### src/include/slice_ptr_consts.vh
// Constants for the working-register pointer addressing block.
// Assumes inclusion by bare name from hw/ design files.
// How it works
// - Two 8-bit slice pointers live at set-1 addresses D6H and D7H.
// - Reset sets first pointer to C0H and second to C8H.
// - Pointers change only on set-pointer instructions or register writes.
// - Combined set loads first with immediate, second with immediate plus 8.
// - Single set instructions load only their own pointer.
// - Working-register addressing never resolves into the set-2 space.
// - Operand top bit picks pointer: 0 first, 1 second.
// - Address is pointer bits 7..3 joined with operand bits 2..0.
// - Pointers are independent; slices may be non-contiguous or swapped.
// - Plain register addressing reaches every location except C0H-CFH and set 2.
// - Register pair: even address holds high byte, odd next holds low.
// - Common area works as working registers on every register page.
// - 8-bit operand with upper nibble 1100B is a working-register reference.
`ifndef SLICE_PTR_CONSTS_VH
`define SLICE_PTR_CONSTS_VH
`define FIRST_PTR_ADDR 8'hd6
`define SECOND_PTR_ADDR 8'hd7
`define FIRST_PTR_RESET 8'hc0
`define SECOND_PTR_RESET 8'hc8
`define SLICE_STEP 8'h08
`define WREG_NIBBLE 4'hc
`define COMMON_LO 8'hc0
`define COMMON_HI 8'hcf
`define SET_OP_NONE 2'h0
`define SET_OP_BOTH 2'h1
`define SET_OP_FIRST 2'h2
`define SET_OP_SECOND 2'h3
`define ADDR_MSB 7
`define NIB_LSB 4
`define SLICE_LSB 3
`define OPND_SEL_BIT 3
`define SLOT_MSB 2
`define SLOT_LSB 0
`define PAIR_HI_LSB 1
`define CLEAR_BYTE 8'h00
`endif

### src/hw/slice_pointer_unit.v
// Working-register pointer pair with operand address resolution.
// Holds both slice pointers, their set-1 readback and the resolved operand.
// Assumes the decoder presents operands and write strobes synchronous to clk_i.
// Assumes page selection and set-2 routing are done downstream of op_addr_o.
`timescale 1ns/1ps
`include "slice_ptr_consts.vh"
module slice_pointer_unit (
  // Clock and reset
  input wire clk_i,
  input wire reset_n_i,
  // Set-pointer instruction
  input wire [1:0] set_op_i,
  input wire [7:0] set_imm_i,
  // Set-1 register write/read (load, clear and other writes)
  input wire reg_wr_i,
  input wire [7:0] reg_addr_i,
  input wire [7:0] reg_wdata_i,
  input wire reg_rd_i,
  output reg [7:0] reg_rdata_o,
  output reg reg_rhit_o,
  // Operand resolution request
  input wire op_valid_i,
  input wire op_is_short_i,
  input wire [7:0] op_addr_i,
  input wire op_pair_i,
  // Resolved operand
  output reg op_valid_o,
  output reg [7:0] op_addr_o,
  output reg [7:0] op_addr_lo_o,
  output reg op_is_wreg_o,
  output reg op_set1_o,
  output reg op_bad_mode_o,
  // Pointer values
  output reg [7:0] first_slice_pointer_o,
  output reg [7:0] second_slice_pointer_o
);
  // Pointer storage and its next values
  reg [7:0] first_slice_pointer_r;
  reg [7:0] second_slice_pointer_r;
  reg [7:0] first_slice_pointer_nxt;
  reg [7:0] second_slice_pointer_nxt;
  // Register-bus strobes, decoded once for both paths
  wire first_wr;
  wire second_wr;
  wire first_rd;
  wire second_rd;
  // Operand classification and resolution
  wire is_wreg;
  wire [7:0] wreg_addr;
  wire [7:0] single_addr;
  wire [7:0] pair_base;
  // Next values of the registered outputs
  reg [7:0] reg_rdata_nxt;
  reg reg_rhit_nxt;
  reg op_valid_nxt;
  reg [7:0] op_addr_nxt;
  reg [7:0] op_addr_lo_nxt;
  reg op_is_wreg_nxt;
  reg op_set1_nxt;
  reg op_bad_mode_nxt;

  // Register address match used by both the write and read paths
  function hit;
    input [7:0] a;
    input [7:0] b;
    begin
      hit = (a == b);
    end
  endfunction

  // Upper 64 bytes: set 1 by these modes, set 2 only by indirect or indexed
  function in_upper;
    input [7:0] a;
    begin
      in_upper = (a >= `COMMON_LO);
    end
  endfunction

  // Common working area, which software may name only in working form
  function in_common;
    input [7:0] a;
    begin
      in_common = (a >= `COMMON_LO) && (a <= `COMMON_HI);
    end
  endfunction

  // Even base of a pair; odd operands are rounded down, never up
  function [7:0] pair_even;
    input [7:0] a;
    begin
      pair_even = {a[`ADDR_MSB:`PAIR_HI_LSB], 1'h0};
    end
  endfunction

  // Strobes for the two pointer locations; other addresses are not ours
  assign first_wr = reg_wr_i & hit(reg_addr_i, `FIRST_PTR_ADDR);
  assign second_wr = reg_wr_i & hit(reg_addr_i, `SECOND_PTR_ADDR);
  assign first_rd = reg_rd_i & hit(reg_addr_i, `FIRST_PTR_ADDR);
  assign second_rd = reg_rd_i & hit(reg_addr_i, `SECOND_PTR_ADDR);

  // Short operands are always working refs; long ones if upper nibble is 1100B
  assign is_wreg = op_is_short_i | (op_addr_i[`ADDR_MSB:`NIB_LSB] == `WREG_NIBBLE);

  // Only the low nibble reaches the resolver, so a long prefix drops out here
  wreg_resolve u_resolve (
    .first_ptr_i(first_slice_pointer_r),
    .second_ptr_i(second_slice_pointer_r),
    .operand_i(op_addr_i[`OPND_SEL_BIT:`SLOT_LSB]),
    .addr_o(wreg_addr)
  );

  // Working refs take the slice address, plain refs pass straight through
  assign single_addr = is_wreg ? wreg_addr : op_addr_i;
  // Pair base forced even: even byte is MSB, odd follows with LSB
  assign pair_base = op_pair_i ? pair_even(single_addr) : single_addr;

  // Next pointer values; set instruction wins over a same-cycle register write
  always @* begin
    first_slice_pointer_nxt = first_slice_pointer_r;
    second_slice_pointer_nxt = second_slice_pointer_r;
    case (set_op_i)
      `SET_OP_BOTH: begin
        first_slice_pointer_nxt = set_imm_i;
        // Wraps modulo 256; software keeps the pair below the top slice
        second_slice_pointer_nxt = set_imm_i + `SLICE_STEP;
      end
      `SET_OP_FIRST: begin
        first_slice_pointer_nxt = set_imm_i;
      end
      `SET_OP_SECOND: begin
        second_slice_pointer_nxt = set_imm_i;
      end
      default: begin
        // Load, clear and any other write reach the pointers as plain bytes
        if (first_wr) begin
          first_slice_pointer_nxt = reg_wdata_i;
        end
        if (second_wr) begin
          second_slice_pointer_nxt = reg_wdata_i;
        end
      end
    endcase
  end

  // Pointer storage; all 8 bits kept so reads return what was written
  always @(posedge clk_i) begin
    if (!reset_n_i) begin
      first_slice_pointer_r <= `FIRST_PTR_RESET;
      second_slice_pointer_r <= `SECOND_PTR_RESET;
    end else begin
      first_slice_pointer_r <= first_slice_pointer_nxt;
      second_slice_pointer_r <= second_slice_pointer_nxt;
    end
  end

  // Read mux; a read in the cycle of a write still returns the old byte
  always @* begin
    reg_rhit_nxt = first_rd | second_rd;
    if (first_rd) begin
      reg_rdata_nxt = first_slice_pointer_r;
    end else if (second_rd) begin
      reg_rdata_nxt = second_slice_pointer_r;
    end else begin
      // Non-pointer addresses read as zero; their owners answer elsewhere
      reg_rdata_nxt = `CLEAR_BYTE;
    end
  end

  // Operand result; address fields follow the request even when it is idle
  always @* begin
    op_valid_nxt = op_valid_i;
    op_is_wreg_nxt = op_valid_i & is_wreg;
    // Final file address; page select lives outside, so the common area
    // answers the same on every page
    op_addr_nxt = pair_base;
    op_addr_lo_nxt = {pair_base[`ADDR_MSB:`PAIR_HI_LSB], 1'h1};
    // Working and plain refs resolving to C0H and above land in set 1, never set 2
    op_set1_nxt = op_valid_i & in_upper(single_addr);
    // Never raised: a long operand naming C0H-CFH has upper nibble 1100B, so is_wreg masks it
    op_bad_mode_nxt = op_valid_i & ~is_wreg & in_common(op_addr_i);
  end

  // Pointer copies for the datapath; same next value as the storage above
  // Kept apart from the storage so the copies can be placed near their users
  always @(posedge clk_i) begin
    if (!reset_n_i) begin
      first_slice_pointer_o <= `FIRST_PTR_RESET;
      second_slice_pointer_o <= `SECOND_PTR_RESET;
    end else begin
      first_slice_pointer_o <= first_slice_pointer_nxt;
      second_slice_pointer_o <= second_slice_pointer_nxt;
    end
  end

  // Readback, standing for one cycle after the read strobe
  always @(posedge clk_i) begin
    if (!reset_n_i) begin
      reg_rdata_o <= `CLEAR_BYTE;
      reg_rhit_o <= 1'h0;
    end else begin
      reg_rdata_o <= reg_rdata_nxt;
      reg_rhit_o <= reg_rhit_nxt;
    end
  end

  // Resolved operand, one cycle after the request edge; it uses the pointers
  // as they stood before any same-cycle update
  always @(posedge clk_i) begin
    if (!reset_n_i) begin
      op_valid_o <= 1'h0;
      op_addr_o <= `CLEAR_BYTE;
      op_addr_lo_o <= `CLEAR_BYTE;
      op_is_wreg_o <= 1'h0;
      op_set1_o <= 1'h0;
      op_bad_mode_o <= 1'h0;
    end else begin
      op_valid_o <= op_valid_nxt;
      op_addr_o <= op_addr_nxt;
      op_addr_lo_o <= op_addr_lo_nxt;
      op_is_wreg_o <= op_is_wreg_nxt;
      op_set1_o <= op_set1_nxt;
      op_bad_mode_o <= op_bad_mode_nxt;
    end
  end
endmodule

### src/hw/wreg_resolve.v
// Combinational resolver of one working-register operand to a file address.
// Assumes pointer values are stable while the operand is presented.
`timescale 1ns/1ps
`include "slice_ptr_consts.vh"
module wreg_resolve (
  // Pointer values
  input wire [7:0] first_ptr_i,
  input wire [7:0] second_ptr_i,
  // Operand low nibble
  input wire [3:0] operand_i,
  // Resolved address
  output wire [7:0] addr_o
);
  wire [7:0] chosen;
  // Top operand bit picks pointer; slices may lie anywhere independently
  assign chosen = operand_i[`OPND_SEL_BIT] ? second_ptr_i : first_ptr_i;
  // Pointer low bits ignored here, only the slice base counts
  assign addr_o = {chosen[`ADDR_MSB:`SLICE_LSB], operand_i[`SLOT_MSB:`SLOT_LSB]};
endmodule

### config.mk
export PLATFORM = sky130hd
export DESIGN_NAME = slice_pointer_unit
export DESIGN_NICKNAME = d
export VERILOG_FILES = /design/src/hw/slice_pointer_unit.v /design/src/hw/wreg_resolve.v
export VERILOG_INCLUDE_DIRS = /design/src /design/src/include
export SDC_FILE = /design/constraint.sdc
export NUM_CORES = 1
export LEC_CHECK = 0
export ABC_AREA = 1
export BUFFER_PORTS_ARGS = -buffer_cell sky130_fd_sc_hd__buf_2
export CAP_MARGIN = 40
export CORE_MARGIN = 5
export CORE_UTILIZATION = 40
export CTS_CLUSTER_DIAMETER = 60
export DETAILED_ROUTE_END_ITERATION = 10
export PLACE_DENSITY = 0.69
export SLEW_MARGIN = 0
export SYNTH_ARGS = -nofsm -noshare
export SYNTH_HDL_FRONTEND = slang
export SYNTH_SLANG_ARGS = --single-unit
### constraint.sdc
create_clock -name clk_i -period 3.6 [get_ports clk_i]
set_clock_uncertainty 0.05 [all_clocks]
set_input_delay 0.36 -clock clk_i [delete_from_list [all_inputs] [get_ports clk_i]]
set_output_delay 0.36 -clock clk_i [all_outputs]
set_load 0.01 [all_outputs]
# [Yosys cells after proc, flatten, opt, wreduce, memory -nomap -nowiden]
# Index checks and enable logic that the tools add are counted.
# Widths: inputs -> output; s select.
[word_totals] regBits=38 in_bits=41 out_inout_bits=45 elab_cells=51
[classes] n_addsub=1 n_lt_le_gt_ge=3 n_eq_ne=6 mux=9 n_bitwise=14 n_reduce_logical=7
[ops] operator="$mux 8" n=6
[ops] operator="$pmux 8 s3" n=1
[ops] operator="$eq 8x8->1 const B" n=2
[ops] operator="$ge 8x8->1 const B" n=2
[ops] operator="$pmux 8 s2" n=1
[ops] operator="$add 8x4->8 const B" n=1
[ops] operator="$and 1x1->1" n=8
[ops] operator="$le 8x8->1 const B" n=1
[ops] operator="$eq 2x2->1 const B" n=2
[ops] operator="$eq 4x4->1 const B" n=1
[ops] operator="$not 1->1" n=4
[ops] operator="$reduce_and 2->1" n=2
[ops] operator="$reduce_or 2->1" n=2
[ops] operator="$reduce_bool 3->1" n=1
[ops] operator="$eq 2x1->1 const B" n=1
[ops] operator="$or 1x1->1" n=2
[ops] operator="$reduce_bool 2->1" n=1
[ops] operator="$logic_and 1x1->1" n=1
[ops] operator="$mux 1" n=1

# [Logic depth before layout (Yosys ltp)]
# Gate-level depths: netlist (run 1).
[depth] word_depth=5 mapped_depth=9 mapped_depth_nobuf=9

# [Hierarchy]
# A second synthesis (run 1) with hierarchy kept.
[unflattened] hier_cells=277 hier_area_um2=1961.9
[modules_own_cells] mod="slice_pointer_unit" instances=1 cells_per_inst=258 area_per_inst_um2=1879.3 seq_area_each_um2=760.7
[modules_own_cells] mod="wreg_resolve" instances=1 cells_per_inst=19 area_per_inst_um2=82.6 seq_area_each_um2=0.0

# [Least setup slack after synthesis (run 1)]
# OpenSTA, ideal clock, no wires.
[synth_timing] kind="input to register" start="input port set_op_i[0]" end="register first_slice_pointer_o[4]" arrival_ns=1.281 t_required_ns=3.435 slack_ns=2.154 stages=7 path_cell_list="inv_1 ha_1 buf_4 mux2i_1 nand3_1 nand2_1 nor2_1"
[synth_via] elab_chain_len=4 elab_cells_between_ends=8 classes_between="eq/ne (3); mux (1); bitwise (1); reduce/logical (3)"
[synth_lines] element="from (decl)" line="slice_pointer_unit.v:12" source="input wire [1:0] set_op_i,"
[synth_lines] element="$eq 2x2->1 / $eq 2x1->1 (equally long branches)" line="slice_pointer_unit.v:121" source="case (set_op_i)"
[synth_lines] element="$reduce_or 2->1 (no source line)"
[synth_lines] element="$reduce_bool 2->1 (no source line)"
[synth_lines] element="$reduce_and 2->1 (no source line)"
[synth_lines] element="to (signal assigned)" line="slice_pointer_unit.v:187" source="first_slice_pointer_o <= `FIRST_PTR_RESET;"
[synth_lines] element="to (signal assigned)" line="slice_pointer_unit.v:190" source="first_slice_pointer_o <= first_slice_pointer_nxt;"
[synth_lines] element="to (decl)" line="slice_pointer_unit.v:34" source="output reg [7:0] first_slice_pointer_o,"
# Parallel ways exist; a longest one is shown, timed or not.
# A chain may end at the register's enable or synchronous reset.

# [Final worst setup path (run 1)]
[layout_timing] start="input port set_op_i[1]" end="register second_slice_pointer_o[5]"
[layout_via] elab_chain_len=3 elab_cells_between_ends=7 classes_between="eq/ne (3); mux (1); bitwise (1); reduce/logical (2)"
[layout_lines] element="$eq 2x2->1 / $eq 2x1->1 (equally long branches)" line="slice_pointer_unit.v:121"
[layout_lines] element="$reduce_bool 3->1 (no source line) / $not 1->1 (equally long branches)"
[layout_lines] element="$reduce_and 2->1 (no source line)"
[layout_lines] element="to (signal assigned)" line="slice_pointer_unit.v:188" source="second_slice_pointer_o <= `SECOND_PTR_RESET;"
[layout_lines] element="to (signal assigned)" line="slice_pointer_unit.v:191" source="second_slice_pointer_o <= second_slice_pointer_nxt;"
[layout_lines] element="to (decl)" line="slice_pointer_unit.v:35" source="output reg [7:0] second_slice_pointer_o"
# Parallel ways exist; a longest one is shown, timed or not.

==> run_results.csv, run 1 <==
group,metric,value,unit
floorplan,initial_core_util,0.417,
clock_network,cts_buffer_depth,2,
sta,hold_ws,0.177,ns
setup_path,crit_cells,9,
setup_path,critPathBufInv,2,
sta,drv_slew,0,
final_layout,seqCellArea,761,um^2
final_layout,n_antenna_cell,0,
final_layout,nets,382,
sta,tns,0,ns
drt,postRouteAntennaNets,0,
setup_path,cp_cell_sequence,"buf_2 > inv_1 > ha_1 > nor2_2 > nand2_2 > nand2_2 > nand2_1 > nand2_1 > nor2_1",
pwr,power_density,413,nW/um^2
yosys,netlist.area_leader.share,0.384,
global_routing,grt_remaining_overflow,0,
yosys,synth_nets,307,
clock_network,cts_buffers,5,
setup_path,crit_path_max_incr_delay,0.39,ns
sta,finalSetupViolCount,0,
drt,drc_errors,0,
clock_network,cts_tree,"built",
setup_path,crit_required,3.74,ns
yosys,yosysUniqueCellTypes,30,
setup_path,path_class,"in -> reg",
clock_network,clkSinkCount,38,
global_routing,antenna_found_initial,0,
setup_path,cp-endpoint,"second_slice_pointer_o[5]",
placement,port_buffers,85,
final_layout,fillCellCount,495,
pwr,p_leak,0.00133,uW
placement,placed_area,2360,um^2
yosys,ys_top_cells_by_area,"dfxtp_1 (38%), nand2_1 (11%), nand3_1 (6.6%)",
yosys,syn_inst,262,
pwr,peakVddDrop,0.149,mV
global_routing,grt_pass1_vias,1720,
drt,drt-initial-drc-count,100,
drt,viasPerCell,4.71,
drt,drt_wl_total,4800,um
yosys,ys_ff_latch,38,
global_routing,grt_first_pass_wirelength,7770,um
clock_network,cts_hold_buf,0,
floorplan,die_area,6460,um^2
setup_path,crit_slowest_cell,"nor2_2",
setup_path,crit_arrival,1.70,ns
job,maxCapViolations,0,
floorplan,die_x,80.4,um
yosys,synth_edf_count,0,
yosys,syn_area,1980,um^2
sta,slew_headroom,0.659,
placement,hpwl,3840,um
sta,min_period,1.56,ns
placement,gp_congestion,0.884,
floorplan,io_pins,86,
global_routing,grt_max_degree,26,
final_layout,drive_above_1_share,0.346,
clock_network,postCtsResizedCells,0,
yosys,synth.most_common_cell,"nand2_1",
clock_network,cts-root-buf,"clkbuf_8",
sta,rsz0062_at_grt,"false",
setup_path,cp-end-kind,"register",
floorplan,core_area,4750,um^2
setup_path,start_kind,"input pin",
outcome,status,"complete, no violations",
worst_hold_path,hold_class,"in -> reg",
setup_path,ff2ff_path_depth,6,
yosys,synth_warnings,0,
yosys,async_flop_share,0,
yosys,syn_area_per_cell,7.56,um^2
final_layout,utilization,0.519,
clock_network,postCtsSetupRepairBufs,0,
drt,vias,1906,
yosys,synth_common_cells,"nand2_1 (58), dfxtp_1 (38), nand3_1 (26), nor2_1 (26), a21oi_1 (24)",
setup_path,cpLargestDelayFamily,"simple AND/OR/NAND/NOR gates",
pwr,totalPowerFinal,1020,uW
setup_path,r2r_start,"second_slice_pointer_o[6]",
clock_network,clkSlewWorstSetupHoldPaths,0.07,ns
clock_network,htreeDepth,2,
sta,fin_crit_sh,0.435,
sta,worst-slew-pin-transition,0.510,ns
final_layout,syn_to_final_growth,24.4,%
final_layout,design_area,2470,um^2
setup_path,r2r_slack,2.56,ns
yosys,synth_ff_type,"dfxtp_1",
drt,routedWlPerCell,11.9,um
floorplan,rows,25,
final_layout,multi_input_area,997,um^2
clock_network,clk_latency,0.29,ns
floorplan,dieHeight,80.4,um
yosys,ys_seq_area_frac,0.384,
setup_path,rr_endpoint,"op_set1_o",
drt,dr.pass1.iters,4,
sta,final_hold_viol_count,0,
yosys,synth_top_area_cell,"dfxtp_1",
setup_path,startpoint,"set_op_i[1]",
global_routing,track_usage,0.153,
setup_path,crit_fanout,12,
sta,clock.fmax,639,MHz
through the flow:
step	worst slack, ns	cells
2_1_floorplan	2.15	262
3_3_place_gp	1.80	397
3_5_place_dp	1.76	397
4_1_cts	2.06	405
5_1_grt	1.87	405
6_report	2.04	405
layout make-up:
cell class / count / share of cell area
flip-flops and latches: 38 / 0.308
clock buffers: 5 / 0.0279
multi-input cells: 183 / 0.404
well taps: 67 / 0.0340
inverters: 24 / 0.0365
clock inverters: 3 / 0.0162
repair buffers: 85 / 0.173
worst min-delay path by stage:
stage	from	to	slack (ns)	depth (start not counted)
after floorplan	reset_n_i	op_addr_lo_o[0]	0.34	0
after global placement	second_slice_pointer_o[1]	reg_rdata_o[1]	0.43	2
after detailed placement	second_slice_pointer_o[6]	reg_rdata_o[6]	0.44	2
after CTS	op_pair_i	op_addr_o[0]	0.17	2
after global routing	op_pair_i	op_addr_o[0]	0.16	2
final	op_pair_i	op_addr_o[0]	0.18	2
cell usage in the layout (no fill, tap or decap), drive strengths merged:
cell type  count
dfxtp         38
inv           24
buf           85
nand3         28
ha             4
clkinv         2
mux2i          4
clkbuf         5
nand2         67
nand4          1
bufinv         1
conb           1
nor3           1
a21oi         28
nor2          32
mux2           1
o21ai         12
o21a           1
a22oi          3
registers in the layout (all words and copies together), names as in the netlist:
name,count
op_bad_mode_o,1
first_slice_pointer_o,8
op_addr_lo_o,1
op_is_wreg_o,1
op_valid_o,1
reg_rdata_o,8
second_slice_pointer_o,8
op_set1_o,1
reg_rhit_o,1
op_addr_o,8
kinds of logic after synthesis:
family	Yosys count	share of synthesized area
compound gates	44	0.126
fa+ha+maj	4	0.0253
buf+inv	41	0.113
other cells	1	0.00189
simple gates	129	0.324
flops	38	0.384
mux	5	0.0259
report_power, final:
part / internal [uW] / switching, uW
combinational: 81.8 / 122
clock: 204 / 142
sequential: 448 / 22.0
per-layer routing:
metal | vias up | GRT usage | share of wire
met5 | - | 0 | 0
met4 | 0 | 0.0524 | 0.0044
met3 | 2 | 0.0404 | 0.093
met2 | 90 | 0.251 | 0.47
met1 | 831 | 0.193 | 0.43
li1 | 983 | - | -
Note: power is estimated with default switching activity, not from simulation.
==> inputs of run 2 (changes only) <==
--- a/config.mk
+++ b/config.mk
@@ -6,14 +6,14 @@
 export SDC_FILE = /design/constraint.sdc
 export NUM_CORES = 1
 export LEC_CHECK = 0
-export ABC_AREA = 1
+export ABC_AREA = 0
 export BUFFER_PORTS_ARGS = -buffer_cell sky130_fd_sc_hd__buf_2
 export CAP_MARGIN = 40
 export CORE_MARGIN = 5
 export CORE_UTILIZATION = 40
 export CTS_CLUSTER_DIAMETER = 60
 export DETAILED_ROUTE_END_ITERATION = 10
-export PLACE_DENSITY = 0.69
+export PLACE_DENSITY = 0.74
 export SLEW_MARGIN = 0
 export SYNTH_ARGS = -nofsm -noshare
 export SYNTH_HDL_FRONTEND = slang
==> constraint.sdc (replaced) <==
create_clock -name clk_i -period 1.4 [get_ports clk_i]
set_clock_uncertainty 0.05 [all_clocks]
set_input_delay 0.14 -clock clk_i [delete_from_list [all_inputs] [get_ports clk_i]]
set_output_delay 0.14 -clock clk_i [all_outputs]
set_load 0.01 [all_outputs]
==> run_results.csv, run 2 <==
group,metric,value,unit
outcome,status,"complete, no violations",
drt,postRouteAntennaNets,0,
clock_network,clkSinkCount,38,
clock_network,cts_buffers,5,
global_routing,antenna_found_initial,0,
setup_path,crit_fanout,16,
pwr,peakVddDrop,0.400,mV
sta,hold_ws,0.0281,ns
placement,port_buffers,85,
sta,finalSetupViolCount,0,
yosys,synth_common_cells,"dfxtp_1 (38), nor2_1 (25), mux2i_1 (12), a22oi_1 (10), a211oi_1 (8)",
sta,tns,0,ns
final_layout,final_cell_mix,"buf_2 (85), dfxtp_1 (38), nor2_1 (25)",
sta,clock.fmax,773,MHz
clock_network,postCtsSetupRepairBufs,0,
sta,final_hold_viol_count,0,
drt,dr.pass1.iters,5,
clock_network,cts_tree,"built",
yosys,synth.most_common_cell,"dfxtp_1",
yosys,netlist.area_leader.share,0.429,
clock_network,htreeDepth,2,
final_layout,fillCellCount,397,
drt,drt-initial-drc-count,68,
drt,drc_errors,0,
final_layout,nets,322,
sta,drv_slew,0,
placement,gp_congestion,0.867,
worst_hold_path,hold_class,"in -> reg",
setup_path,crit_arrival,1.44,ns
clock_network,cts_hold_buf,3,
final_layout,utilization,0.585,
sta,fin_crit_sh,0.924,
floorplan,io_pins,86,
floorplan,core_area,4320,um^2
yosys,yosysUniqueCellTypes,42,
yosys,syn_area_per_cell,9.85,um^2
floorplan,dieHeight,76.6,um
final_layout,drive_above_1_share,0.457,
yosys,synth_top_area_cell,"dfxtp_1",
final_layout,mostFrequentLayoutCell,"buf_2",
clock_network,clkSlewWorstSetupHoldPaths,0.08,ns
floorplan,die_area,5860,um^2
yosys,ys_ff_latch,38,
job,maxCapViolations,0,
drt,drt_wl_total,4430,um
pwr,p_leak,0.00121,uW
pwr,power_switching_share,0.238,
global_routing,grt_first_pass_wirelength,7310,um
pwr,switchingPower,684,uW
floorplan,die_x,76.6,um
pwr,seq_power_share,0.418,
yosys,synth_nets,225,
yosys,ys_seq_area_frac,0.429,
clock_network,cts_buffer_depth,2,
sta,rsz0062_at_grt,"false",
clock_network,cts-root-buf,"clkbuf_8",
global_routing,grt_pass1_vias,1628,
global_routing,grt_remaining_overflow,0,
pwr,power_density,1130,nW/um^2
setup_path,path_class,"in -> reg",
global_routing,grt_max_degree,25,
yosys,synth_ff_type,"dfxtp_1",
clock_network,clk_latency,0.29,ns
pwr,intPower,2180,uW
final_layout,n_antenna_cell,0,
drt,vias,1671,
placement,hpwl,3630,um
yosys,async_flop_share,0,
setup_path,cp-end-kind,"register",
final_layout,syn_to_final_growth,42.7,%
yosys,syn_area,1770,um^2
floorplan,initial_core_util,0.410,
floorplan,rows,24,
setup_path,start_kind,"input pin",
pwr,pwr-share-comb,0.192,
setup_path,crit_required,1.54,ns
pwr,p_clk_frac,0.390,
sta,min_period,1.29,ns
global_routing,track_usage,0.150,
yosys,synth_warnings,0,
drt,routedWlPerCell,13.4,um
yosys,ys_top_cells_by_area,"dfxtp_1 (43%), mux2i_1 (6.8%), nor2_1 (5.3%)",
yosys,synth_edf_count,0,
clock_network,postCtsResizedCells,0,
yosys,syn_inst,180,
drt,viasPerCell,5.06,
## run 2: kinds of logic (layout without fill, tap and decap cells)
| logic type | count (synthesis) | in the layout | share of synthesized area |
|---|---|---|---|
| fa+ha+maj | 4 | 4 | 0.0282 |
| simple gates | 55 | 55 | 0.171 |
| xor+xnor | 1 | 1 | 0.00494 |
| compound gates | 43 | 43 | 0.199 |
| buf+inv | 23 | 121 | 0.0790 |
| flops | 38 | 38 | 0.429 |
| mux | 15 | 15 | 0.0868 |
| other cells | 1 | 1 | 0.00212 |
## run 2: power by group through the flow
stage / registers (uW) / clock network (uW) / logic, uW
4_1_cts: 1200 / 1140 / 557
3_3_place_gp: 1220 / 0 / 538
5_1_grt: 1210 / 1190 / 602
3_5_place_dp: 1220 / 0 / 548
2_1_floorplan: 1250 / 0 / 273
6_report: 1200 / 1120 / 551
## run 2: per-layer routing
| layer | share of wire | global-route usage | up-vias | routed length, um |
|---|---|---|---|---|
| li1 | - | - | 841 | - |
| met1 | 0.43 | 0.182 | 768 | 1900 |
| met2 | 0.50 | 0.252 | 54 | 2210 |
| met3 | 0.060 | 0.0437 | 8 | 264 |
| met4 | 0.015 | 0.0490 | 0 | 68 |
| met5 | 0 | 0 | - | 0 |
## run 2: path summary, 6_finish.rpt
| check | from | to | slack, ns | cells after the start |
|---|---|---|---|---|
| max reg2reg | first_slice_pointer_o[3] | op_addr_o[3] | 0.26 | 2 |
| min reg2reg | first_slice_pointer_o[0] | first_slice_pointer_o[0] | 0.47 | 2 |
| max | set_op_i[0] | first_slice_pointer_o[3] | 0.11 | 7 |
| min | op_valid_i | op_valid_o | 0.03 | 3 |
## run 2: through the flow
step           instance area [um^2]  instances  total power, uW  setup slack, ns
2_1_floorplan                  1800        180             1520           -0.105
3_3_place_gp                   2360        319             1760          -0.0940
3_5_place_dp                   2360        319             1770           -0.164
4_1_cts                        2530        330             2900            0.109
5_1_grt                        2530        330             3000           0.0606
6_report                       2530        330             2870            0.107
## run 2: layout make-up
| cell class | instances | area, um^2 | share of cell area |
|---|---|---|---|
| flip-flops and latches | 38 | 761 | 0.301 |
| clock buffers | 6 | 82.6 | 0.0326 |
| multi-input cells | 119 | 895 | 0.354 |
| repair buffers | 106 | 641 | 0.253 |
| well taps | 52 | 65.1 | 0.0257 |
| inverters | 7 | 26.3 | 0.0104 |
| clock inverters | 2 | 60.1 | 0.0237 |
## run 2: worst max-delay path: stages
cell,delay (ns)
buf_2,0.13
ha_4,0.16
or2_4,0.23
o32ai_4,0.32
buf_12,0.18
nor2_1,0.05
a211oi_1,0.23
==> inputs of run 3 (changes only) <==
--- a/config.mk
+++ b/config.mk
@@ -10,10 +10,10 @@
 export BUFFER_PORTS_ARGS = -buffer_cell sky130_fd_sc_hd__buf_2
 export CAP_MARGIN = 40
 export CORE_MARGIN = 5
-export CORE_UTILIZATION = 40
+export CORE_UTILIZATION = 41
 export CTS_CLUSTER_DIAMETER = 60
 export DETAILED_ROUTE_END_ITERATION = 10
-export PLACE_DENSITY = 0.74
+export PLACE_DENSITY = 0.75
 export SLEW_MARGIN = 0
 export SYNTH_ARGS = -nofsm -noshare
 export SYNTH_HDL_FRONTEND = slang
==> run_results.csv, run 3 (synthesis gave the netlist of run 2 again) <==
group,metric,value,unit
final_layout,final_cell_mix,"buf_2 (85), dfxtp_1 (38), nor2_1 (25)",
sta,rsz0062_at_grt,"false",
pwr,p_leak,0.00118,uW
clock_network,postCtsSetupRepairBufs,0,
setup_path,cp-end-kind,"register",
sta,final_hold_viol_count,1,
pwr,switchingPower,690,uW
global_routing,grt_util_met3,0.0422,
global_routing,track_usage,0.159,
sta,fin_crit_sh,0.913,
drt,viasPerCell,4.97,
clock_network,htreeDepth,2,
drt,drt_wl_total,4530,um
outcome,violations,"negative hold slack",
floorplan,die_area,5740,um^2
global_routing,grt_max_degree,17,
final_layout,mostFrequentLayoutCell,"buf_2",
final_layout,nets,321,
placement,dp.cells,319,
floorplan,die_x,75.8,um
sta,finalSetupViolCount,0,
floorplan,core_area,4260,um^2
drt,vias,1635,
job,maxCapViolations,0,
pwr,totalPowerFinal,2510,uW
pwr,seq_power_share,0.479,
pwr,p_clk_frac,0.303,
global_routing,grt.busiest_layer,"met2",
clock_network,cts-root-buf,"clkbuf_8",
final_layout,drive_above_1_share,0.455,
clock_network,cts_buffer_depth,2,
global_routing,grt_pass1_vias,1575,
final_layout,finalNonFillerCells,329,
sta,drv_slew,0,
pwr,peakVddDrop,0.407,mV
drt,drc_errors,0,
setup_path,crit_required,1.55,ns
final_layout,n_antenna_cell,0,
setup_path,startpoint,"set_op_i[0]",
outcome,status,"complete, but fails checks",
setup_path,start_kind,"input pin",
setup_path,path_class,"in -> reg",
pwr,pwr-share-comb,0.219,
global_routing,grt_remaining_overflow,0,
pwr,intPower,1820,uW
placement,port_buffers,85,
sta,clock.fmax,783,MHz
drt,dr.pass1.iters,4,
drt,postRouteAntennaNets,0,
clock_network,clkSlewWorstSetupHoldPaths,0.07,ns
floorplan,io_pins,86,
clock_network,cts_buffers,5,
pwr,power_switching_share,0.275,
clock_network,postCtsResizedCells,0,
global_routing,use_met1,0.193,
sta,setup_slack,0.122,ns
setup_path,r2r_slack,0.26,ns
global_routing,grt_first_pass_wirelength,7090,um
pwr,power_density,1020,nW/um^2
placement,hpwl,3740,um
setup_path,cp-endpoint,"first_slice_pointer_o[4]",
clock_network,cts_hold_buf,2,
global_routing,met2_usage,0.274,
drt,routedWlPerCell,13.8,um
floorplan,initial_core_util,0.416,
setup_path,crit_fanout,16,
clock_network,cts_tree,"built",
placement,pre_cts_slack,-0.195,ns
sta,hold_ws,-0.000274,ns
final_layout,syn_to_final_growth,39.2,%
clock_network,clk_latency,0.29,ns
final_layout,fillCellCount,387,
clock_network,clkSinkCount,38,
global_routing,antenna_found_initial,0,
placement,gp_congestion,0.839,
setup_path,ff2ff_path_depth,2,
setup_path,r2r_start,"first_slice_pointer_o[3]",
floorplan,rows,24,
setup_path,crit_arrival,1.43,ns
drt,drt-initial-drc-count,123,
worst_hold_path,hold_class,"in -> reg",
floorplan,dieHeight,75.8,um
sta,min_period,1.28,ns
setup_path,rr_endpoint,"op_addr_o[3]",
run 3: critical path: stages:
cell      delay (ns)
buf_2           0.13
ha_4            0.16
or2_4           0.23
o32ai_4         0.31
buf_12          0.18
nor2_1          0.04
a211oi_1        0.22
run 3: how the worst min path moves through the flow:
stage	startpoint	endpoint	slack, ns	cells after the start
6_report	op_addr_i[1]	op_addr_o[1]	-0.0003	2
5_1_grt	op_addr_i[1]	op_addr_o[1]	0.01	2
4_1_cts	op_addr_i[1]	op_addr_o[1]	0.004	2
3_3_place_gp	op_pair_i	op_addr_o[0]	0.26	2
2_1_floorplan	reset_n_i	op_addr_lo_o[0]	0.12	0
3_5_place_dp	op_pair_i	op_addr_o[0]	0.27	2
run 3: layout make-up:
type / instances / area (um^2) / area share
well taps: 52 / 65.1 / 0.0264
flip-flops and latches: 38 / 761 / 0.308
clock buffers: 7 / 86.3 / 0.0350
clock inverters: 1 / 5.00 / 0.00203
multi-input cells: 119 / 895 / 0.362
inverters: 7 / 26.3 / 0.0106
repair buffers: 105 / 631 / 0.255
run 3: power by group through the flow:
| stage | Combinational [uW] | Sequential [uW] | Clock (uW) |
|---|---|---|---|
| finish | 550 | 1200 | 760 |
| global route | 608 | 1210 | 810 |
| CTS | 556 | 1200 | 766 |
| detailed placement | 551 | 1220 | 0 |
| global placement | 539 | 1220 | 0 |
| floorplan | 273 | 1250 | 0 |
run 3: per-layer routing:
metal / up-vias / part of all wire
li1: 839 / -
met1: 741 / 0.42
met2: 49 / 0.50
met3: 6 / 0.067
met4: 0 / 0.011
met5: - / 0
run 3: metrics by stage:
| stage | cell area, um^2 | utilization | setup TNS (ns) |
|---|---|---|---|
| 6_report | 2470 | 0.579 | 0 |
| 5_1_grt | 2470 | 0.579 | 0 |
| 4_1_cts | 2470 | 0.579 | 0 |
| 3_5_place_dp | 2360 | 0.553 | -2.00 |
| 3_3_place_gp | 2360 | 0.553 | -1.20 |
| 2_1_floorplan | 1800 | - | -0.345 |
